`src/sac_pkg.sv`:
```
// Shared constants and types for the converter readout host
`default_nettype none
package sac_pkg;
    localparam int RESULT_BITS = 16;
    // Conversion time windows in ns
    localparam int CLK_PERIOD_NS = 10;
    localparam int CONV_MIN_NS = 1400;
    localparam int CONV_MAX_NS = 1600;
    localparam int CONV_MIN_CYC = CONV_MIN_NS / CLK_PERIOD_NS;
    localparam int CONV_MAX_CYC = (CONV_MAX_NS + CLK_PERIOD_NS - 1)
        / CLK_PERIOD_NS;
    // Early point to set select level, well before minimum time
    localparam int SEL_SET_CYC = CONV_MIN_CYC / 2;
    localparam int SCLK_HALF_CYC = 4;
    localparam int GAP_CYC = 4;
    localparam logic [1:0] MODE_3W_NB = 2'h0;
    localparam logic [1:0] MODE_3W_B = 2'h1;
    localparam logic [1:0] MODE_4W_NB = 2'h2;
    localparam logic [1:0] MODE_4W_B = 2'h3;
    typedef enum logic [2:0] {
        SAC_IDLE, SAC_SETUP, SAC_CONV, SAC_SELECT, SAC_SHIFT, SAC_END
    } sac_state_t;
    typedef struct packed {
        logic convertStrobe;
        logic selectModeInput;
        logic shiftClock;
    } sac_pins_t;
endpackage
`default_nettype wire

```
`src/sac_host.sv`:
```
// Host controller that starts conversions and reads back results
//
// Functional notes
// RULE1 - Select high before strobe rise picks chip-select mode.
// RULE2 - Select low at strobe rise would pick daisy chain; never done.
// RULE3 - Strobe rise starts conversion; device output floats.
// RULE4 - Conversion runs a fixed time regardless of pins.
// RULE5 - Busy variants send one busy bit before sixteen result bits.
// RULE6 - After conversion the result may be read out.
// RULE7 - 3-wire: select held high; strobe serves as chip select.
// RULE8 - 3-wire no busy: strobe high at conversion end.
// RULE9 - 3-wire no busy: strobe fall gives MSB, shift falls next bits.
// RULE10 - 3-wire no busy: output floats at 16th fall or strobe high.
// RULE11 - 3-wire no busy: host gives at least 15 falls, strobe low.
// RULE12 - 3-wire busy: strobe low before min, held past max time.
// RULE13 - 3-wire busy: low busy bit at end, then MSB per fall.
// RULE14 - 3-wire busy: floats after 17th fall; host gives 16 falls; code gives 17.
// RULE15 - 4-wire: select is chip select; strobe high until read.
// RULE16 - 4-wire no busy: select high at end, lowered after max.
// RULE17 - 4-wire no busy: select fall gives MSB; floats after 16.
// RULE18 - 4-wire busy: select low before min, held past max.
// RULE19 - 4-wire busy: busy bit, then MSB; floats after 17th fall.
// RULE20 - Shared line: next select only after previous floated.
// RULE21 - 4-wire: strobe and select never low together.
// RULE22 - Conversion length is a cycle count; busy from select level.
`default_nettype none
module sac_host
    import sac_pkg::*;
#(
    parameter int NBITS = RESULT_BITS,
    parameter int CONV_CYC = CONV_MAX_CYC
) (
    // Clock and reset
    input wire logic clock,
    input wire logic nrst,
    // Command side
    input wire logic startReq,
    input wire logic [1:0] modeSel,
    output logic startReady,
    // Result stream
    output logic resValid,
    output logic [NBITS-1:0] resData,
    input wire logic resReady,
    // Device pins
    output logic convertStrobe,
    output logic selectModeInput,
    output logic shiftClock,
    input wire logic serialResultOut
);
    localparam int NSH = NBITS + 1;
    sac_state_t state_r, state_nxt;
    logic [15:0] cnt_r, cnt_nxt;
    logic [5:0] bitCnt_r, bitCnt_nxt;
    logic [NSH-1:0] shReg_r, shReg_nxt;
    logic [1:0] mode_r, mode_nxt;
    sac_pins_t pins_r, pins_nxt;
    logic [1:0] sdoSync_r;
    logic inValid, inReady;
    logic [NBITS-1:0] inData;
    logic busyMode, fourWire;
    logic [5:0] needFalls;

    assign busyMode = mode_r[0];
    assign fourWire = mode_r[1];
    // Busy bit consumes one extra fall
    assign needFalls = busyMode ? 6'(NBITS + 1) : 6'(NBITS); // [RULE5]

    // Two flops before any logic looks at the data pin
    always_ff @(posedge clock) begin
        if (!nrst) sdoSync_r <= 2'h0;
        else sdoSync_r <= {sdoSync_r[0], serialResultOut};
    end

    always_comb begin
        state_nxt = state_r;
        cnt_nxt = cnt_r;
        bitCnt_nxt = bitCnt_r;
        shReg_nxt = shReg_r;
        mode_nxt = mode_r;
        pins_nxt = pins_r;
        inValid = 1'b0;
        inData = shReg_r[NBITS-1:0];
        case (state_r)
            SAC_IDLE: begin
                pins_nxt = '{convertStrobe: 1'b0, selectModeInput: 1'b1,
                             shiftClock: 1'b0};
                if (startReq && inReady) begin
                    mode_nxt = modeSel;
                    cnt_nxt = 16'h0000;
                    state_nxt = SAC_SETUP;
                end
            end
            SAC_SETUP: begin
                // Select already high one cycle before strobe rises
                pins_nxt.convertStrobe = 1'b1; // [RULE1] [RULE3]
                cnt_nxt = 16'h0000;
                state_nxt = SAC_CONV;
            end
            SAC_CONV: begin
                cnt_nxt = cnt_r + 16'h0001;
                if (cnt_r == 16'(SEL_SET_CYC)) begin
                    if (busyMode && !fourWire)
                        pins_nxt.convertStrobe = 1'b0; // [RULE12]
                    else if (busyMode)
                        pins_nxt.selectModeInput = 1'b0; // [RULE18] [RULE22]
                end
                // Wait past maximum time; device is free running
                if (cnt_r == 16'(CONV_CYC)) begin // [RULE4] [RULE6]
                    cnt_nxt = 16'h0000;
                    bitCnt_nxt = 6'h00;
                    shReg_nxt = '0;
                    state_nxt = busyMode ? SAC_SHIFT : SAC_SELECT;
                end
            end
            SAC_SELECT: begin
                // Strobe held high in 4-wire so both are never low
                if (fourWire)
                    pins_nxt.selectModeInput = 1'b0; // [RULE16] [RULE21]
                else
                    pins_nxt.convertStrobe = 1'b0; // [RULE7] [RULE8]
                cnt_nxt = 16'h0000;
                state_nxt = SAC_SHIFT;
            end
            SAC_SHIFT: begin
                cnt_nxt = cnt_r + 16'h0001;
                if (cnt_r == 16'(SCLK_HALF_CYC - 1)) begin
                    cnt_nxt = 16'h0000;
                    if (!pins_r.shiftClock) begin
                        // Sample on rise, mid-bit of the bit now shown
                        pins_nxt.shiftClock = 1'b1;
                        shReg_nxt = {shReg_r[NSH-2:0], sdoSync_r[1]};
                    end else begin
                        pins_nxt.shiftClock = 1'b0; // [RULE9] [RULE13]
                        bitCnt_nxt = bitCnt_r + 6'h01;
                        if (bitCnt_r + 6'h01 == needFalls) // [RULE11] [RULE14]
                            state_nxt = SAC_END;
                    end
                end
            end
            SAC_END: begin
                inValid = 1'b1;
                // Output floated at the last shift fall; strobe back low, select high
                pins_nxt = '{convertStrobe: 1'b0, selectModeInput: 1'b1,
                             shiftClock: 1'b0}; // [RULE10] [RULE17] [RULE19]
                cnt_nxt = 16'h0000;
                state_nxt = SAC_IDLE; // [RULE20] [RULE15]
            end
            default: state_nxt = SAC_IDLE;
        endcase
    end

    always_ff @(posedge clock) begin
        if (!nrst) begin
            state_r <= SAC_IDLE;
            cnt_r <= 16'h0000;
            bitCnt_r <= 6'h00;
            shReg_r <= '0;
            mode_r <= 2'h0;
            pins_r <= '{convertStrobe: 1'b0, selectModeInput: 1'b1,
                        shiftClock: 1'b0}; // [RULE2]
        end else begin
            state_r <= state_nxt;
            cnt_r <= cnt_nxt;
            bitCnt_r <= bitCnt_nxt;
            shReg_r <= shReg_nxt;
            mode_r <= mode_nxt;
            pins_r <= pins_nxt;
        end
    end

    // Output stage plus one queued word; starts wait while a word is queued
    // Reset does not stop a running device conversion; the user must wait
    logic [NBITS-1:0] buf_r [2];
    logic [1:0] cnt2_r, cnt2_nxt;
    logic wp_r, wp_nxt, rp_r, rp_nxt;
    logic outValid_r, outValid_nxt;
    logic [NBITS-1:0] outData_r, outData_nxt;
    logic pop;
    assign inReady = (cnt2_r == 2'h0);
    assign pop = resReady && outValid_r;

    always_comb begin
        cnt2_nxt = cnt2_r;
        wp_nxt = wp_r;
        rp_nxt = rp_r;
        outValid_nxt = outValid_r;
        outData_nxt = outData_r;
        if (inValid) begin
            wp_nxt = ~wp_r;
        end
        if (!outValid_r || pop) begin
            outValid_nxt = (cnt2_r != 2'h0);
            outData_nxt = buf_r[rp_r];
            if (cnt2_r != 2'h0) rp_nxt = ~rp_r;
        end
        cnt2_nxt = cnt2_r + (inValid ? 2'h1 : 2'h0)
            - (((!outValid_r || pop) && cnt2_r != 2'h0) ? 2'h1 : 2'h0);
    end

    always_ff @(posedge clock) begin
        if (inValid) buf_r[wp_r] <= inData;
        if (!nrst) begin
            cnt2_r <= 2'h0;
            wp_r <= 1'b0;
            rp_r <= 1'b0;
            outValid_r <= 1'b0;
            outData_r <= '0;
            startReady <= 1'b0;
        end else begin
            cnt2_r <= cnt2_nxt;
            wp_r <= wp_nxt;
            rp_r <= rp_nxt;
            outValid_r <= outValid_nxt;
            outData_r <= outData_nxt;
            startReady <= (state_nxt == SAC_IDLE) && (cnt2_nxt == 2'h0);
        end
    end

    assign resValid = outValid_r;
    assign resData = outData_r;
    assign convertStrobe = pins_r.convertStrobe;
    assign selectModeInput = pins_r.selectModeInput;
    assign shiftClock = pins_r.shiftClock;

    chk_fourwire_never_both: assert property (@(posedge clock) disable iff
        (!nrst) mode_r[1] |-> (convertStrobe || selectModeInput))
        else $error("strobe and select low together"); // [RULE21]
    chk_select_before_rise: assert property (@(posedge clock) disable iff
        (!nrst) $rose(convertStrobe) |-> selectModeInput)
        else $error("select low at strobe rise"); // [RULE1]
    chk_threewire_sel_high: assert property (@(posedge clock) disable iff
        (!nrst) !mode_r[1] |-> selectModeInput)
        else $error("select not high in 3-wire"); // [RULE7]
    chk_sclk_idle_conv: assert property (@(posedge clock) disable iff
        (!nrst) (state_r == SAC_CONV) |-> !shiftClock)
        else $error("shift clock toggles during conversion"); // [RULE4]
    chk_busy_strobe_low: assert property (@(posedge clock) disable iff
        (!nrst) (state_r == SAC_CONV && cnt_r == 16'(CONV_CYC) &&
        mode_r == MODE_3W_B) |-> !convertStrobe)
        else $error("strobe high at end in busy mode"); // [RULE12]
    chk_nobusy_strobe_high: assert property (@(posedge clock) disable iff
        (!nrst) (state_r == SAC_CONV && mode_r[0] == 1'b0) |-> convertStrobe)
        else $error("strobe low in no-busy conversion"); // [RULE8]
    chk_fourwire_busy_sel: assert property (@(posedge clock) disable iff
        (!nrst) (state_r == SAC_CONV && cnt_r == 16'(CONV_CYC) &&
        mode_r == MODE_4W_B) |-> !selectModeInput)
        else $error("select high at end in busy mode"); // [RULE18]
    chk_fall_count: assert property (@(posedge clock) disable iff
        (!nrst) (state_r == SAC_END) |-> (bitCnt_r == needFalls))
        else $error("wrong shift clock fall count"); // [RULE11] [RULE14]
    cov_3w_nb: cover property (@(posedge clock) state_r == SAC_END &&
        mode_r == MODE_3W_NB);
    cov_3w_b: cover property (@(posedge clock) state_r == SAC_END &&
        mode_r == MODE_3W_B);
    cov_4w_b: cover property (@(posedge clock) state_r == SAC_END &&
        mode_r == MODE_4W_B);
    cov_stall: cover property (@(posedge clock) resValid && !resReady);
endmodule
`default_nettype wire

```
`config.mk`:
```
export PLATFORM = sky130hd
export DESIGN_NAME = sac_host
export DESIGN_NICKNAME = d
export VERILOG_FILES = /design/src/sac_pkg.sv /design/src/sac_host.sv
export SDC_FILE = /design/constraint.sdc
export NUM_CORES = 1
export LEC_CHECK = 0
export BUFFER_PORTS_ARGS = -buffer_cell sky130_fd_sc_hd__buf_4
export CAP_MARGIN = 20
export CORE_UTILIZATION = 54
export CTS_CLUSTER_DIAMETER = 150
export DETAILED_ROUTE_END_ITERATION = 7
export PLACE_DENSITY_LB_ADDON = 0.08
export SLEW_MARGIN = 20
export SYNTH_ARGS = -nofsm -noshare
export SYNTH_HDL_FRONTEND = slang
export SYNTH_SLANG_ARGS = --single-unit
```
`constraint.sdc`:
```
create_clock -name clock -period 2.3 [get_ports clock]
set_input_delay 0.23 -clock clock [delete_from_list [all_inputs] [get_ports clock]]
set_output_delay 0.23 -clock clock [all_outputs]
set_load 0.005 [all_outputs]
```
==> summary.md <==
| Metric | Value |
|---|---|
| Status | completed |
| Clk sinks | 102 |
| Synth Instances | 441 |
| Seq/Total Area, Yosys | 53.9% |
| Post-CTS Hold Fix Bufs | 0 |
| Row count | 32 |
| CTS buffer count | 9 |
| Leak | 1.86 nW |
| Tmin final | 2.21 ns |
| RSZ-0062 raised after global routing | false |
| Share of the synthesized area in the top cell type | 32.0% |
| DR vias | 3361 |
| Starting density of the core | 56.4% |
| Flops & latches, synth | 102 |
| HPWL after detailed placement | 6.12 mm |
| Worst Hold End | sdoSync_r[0]$_SDFF_PN0_ |
| Placement Setup Slack | 0.124 ns |
| WP data required | 2.52 ns |
| Asr flop ratio synth | 0% |
| Core area | 7770 um2 |
| Startpoint Class | flip-flop |
| Largest cells by area after synthesis | dfxtp_1, edfxtp_1, mux2i_1 |
| CP Class | flip-flop to flip-flop |
| Overall power | 3.92 mW |
| Chip Height | 92.1 um |
| Area leader, netlist | dfxtp_1 |
| Vias in the first global route | 3063 |
| Final Util | 65.3% |
| CP Capture Type | flip-flop |
| Post-route DRC | 0 |
| Max Fclk | 453 MHz |
| Avg Vias per Cell | 5.68 |
| Initial detailed-routing violation count | 196 |
| Post-route ant nets | 0 |
| GRT Overall Usage | 23.0% |
| Clk_lat worst skew | 0.36 ns |
| Final wirelength | 9.19 mm |
| Share of cells above drive strength 1 | 18.6% |
| Commonest cells in the netlist | dfxtp_1, nand2_1, nor2_1, edfxtp_1, nand3_1 |
| Syn Nets | 454 |
| Initial antenna violation count | 0 |
| Die ar. | 8480 um2 |
| Final worst slack | 0.0938 ns |
| Nets | 498 |
| Worst slew pin tran | 0.829 ns |
| Setup TNS | 0 ns |
| Largest net degree at the start of global routing | 46 |
| Final Max Slew Viols | 0 |
| I/O pin cnt | 28 |
| Final setup fails | 0 |
| Synthesized cell area | 4380 um2 |
| Synth Flop Type | dfxtp_1 |
| Worst Hold Launch | serialResultOut |
| Clock skew | 0.0126 ns |
| Synth Warn # | 0 |
| H-tree depth | 3 |
| Distinct cells, synth | 53 |
| CTS tree | built |
| Clock Tree Root | clkbuf_8 |
| Worst setup path startpoint | cnt_r[13]$_SDFFE_PN0P_ |
| Worst r2r src | cnt_r[13]$_SDFFE_PN0P_ |
| Avg Inst Size Synth | 9.93 um2 |
| Post-synth EDFFs | 32 |
| Area growth syn-to-layout | 15.8% |
| Grt total ovfl | 0 |
| Port bufs | 27 |
| Pwr/cell area | 773 nW/um2 |
| Max-cap violations | 0 |
| Final hold vios | 0 |
| Die X | 92.1 um |
| Crit path DAT | 2.43 ns |
| WL/cell | 15.5 um |
| Hold Path Cell Cnt | 2 |
| Most common cell in the netlist | dfxtp_1 |
| Crit path max fanout | 5 |
| Drt pass-1 iters | 6 |
| Worst Hold Class | primary input to flip-flop |
| Reg2reg setup slack | 0.09 ns |
| CTS Buffer Depth | 2 |
| N_diodes | 0 |
| R2R Path End | bitCnt_r[4]$_SDFFE_PN0P_ |
| Max_slew headroom | 44.7% |
| Worst IR drop on VDD | 0.362 mV |
| GP Congestion | 0.874 |
| Reg2Reg Depth | 7 |
| Clk pin slew, worst setup/hold paths | 0.10 ns |
| Final critical-path share of the clock period | 95.9% |
| First-pass GRT wire length | 15.3 mm |
[worst max-delay path: stages, from the launching register on]
cell      delay, ns
dfxtp_4        0.37
or4_4          0.51
buf_4          0.16
nor4_4         0.31
o211ai_1       0.24
buf_4          0.20
o211ai_1       0.19
o41ai_1        0.10
[power by group]
| group | leakage [nW] | total, mW | internal (mW) | switching, mW |
|---|---|---|---|---|
| Sequential | 0.868 | 2.01 | 1.95 | 0.0644 |
| Clock | 0.102 | 1.11 | 0.453 | 0.660 |
| Combinational | 0.888 | 0.790 | 0.355 | 0.435 |
[metrics by stage]
step                      hold slack (ns)  instance area [um2]  std cells
final                              0.0717                 5070        592
after detailed placement            0.429                 4860        576
after CTS                          0.0643                 5060        592
after floorplan                     0.357                 4380        441
after global routing               0.0703                 5070        592
after global placement              0.433                 4860        576
[cell type report]
cell class	count	area (um2)
repair buffers	60	463
fillers	634	2700
inverters	11	41.3
clock buffers	10	138
well taps	102	128
multi-input cells	301	1880
flip-flops and latches	102	2370
clock inverters	6	57.6
[logic make-up after synthesis]
family	synth area share (%)
muxes	4.83
buffers and inverters	3.51
xor gates and xnor gates	2.80
and+or+nand+nor	20.1
DFF	53.9
adders and majority gates	1.71
AOI/OAI and AO/OA	13.1
[metal layers]
layer	GRT usage (%)	vias to the layer above	part of all wire, %
li1	-	1685	-
met3	3.98	11	4.9
met4	6.25	0	1.3
met1	35.6	1573	51
met2	32.6	92	43
met5	0	-	0
[cell usage in the layout (no fill, tap or decap), types with 5 or more instances in the layout]
cell type   n
dfxtp_1    69
buf_4      59
nand2_1    39
nor2_1     39
nand3_1    32
edfxtp_1   32
a21oi_1    29
mux2i_1    20
a211oi_1   16
o21ai_0    14
inv_1      10
clkbuf_8   10
xnor2_1     9
nor3_1      8
and2_1      7
nand4_1     6
ha_1        6
nand2b_1    5
nor4_1      5
xor2_1      5
o22ai_1     5
[repair_timing]
action | in CTS | in global routing
resized for setup | 0 | 4
buffers inserted | 0 | 0
endpoints found under the setup margin | 0 | 4
[flip-flops by register name, summed over array words and instances, names as in the netlist]
| register | cells |
|---|---|
| bitCnt_r | 6 |
| buf_r | 32 |
| cnt2_r | 2 |
| cnt_r | 16 |
| convertStrobe | 1 |
| mode_r | 2 |
| resData | 16 |
| resValid | 1 |
| rp_r | 1 |
| sdoSync_r | 2 |
| selectModeInput | 1 |
| shReg_r | 16 |
| shiftClock | 1 |
| startReady | 1 |
| state_r | 3 |
| wp_r | 1 |
[worst max-delay path by stage]
stage                                          end  slack [ns]
final                     bitCnt_r[4]$_SDFFE_PN0P_        0.09
after detailed placement     state_r[0]$_SDFF_PN0_        0.12
after floorplan           shReg_r[10]$_SDFFE_PN0P_        0.10
after CTS                    state_r[0]$_SDFF_PN0_         0.1
after global placement       state_r[0]$_SDFF_PN0_        0.14
after global routing      bitCnt_r[5]$_SDFFE_PN0P_      0.0003
Note: power is estimated with default switching activity, not from simulation.
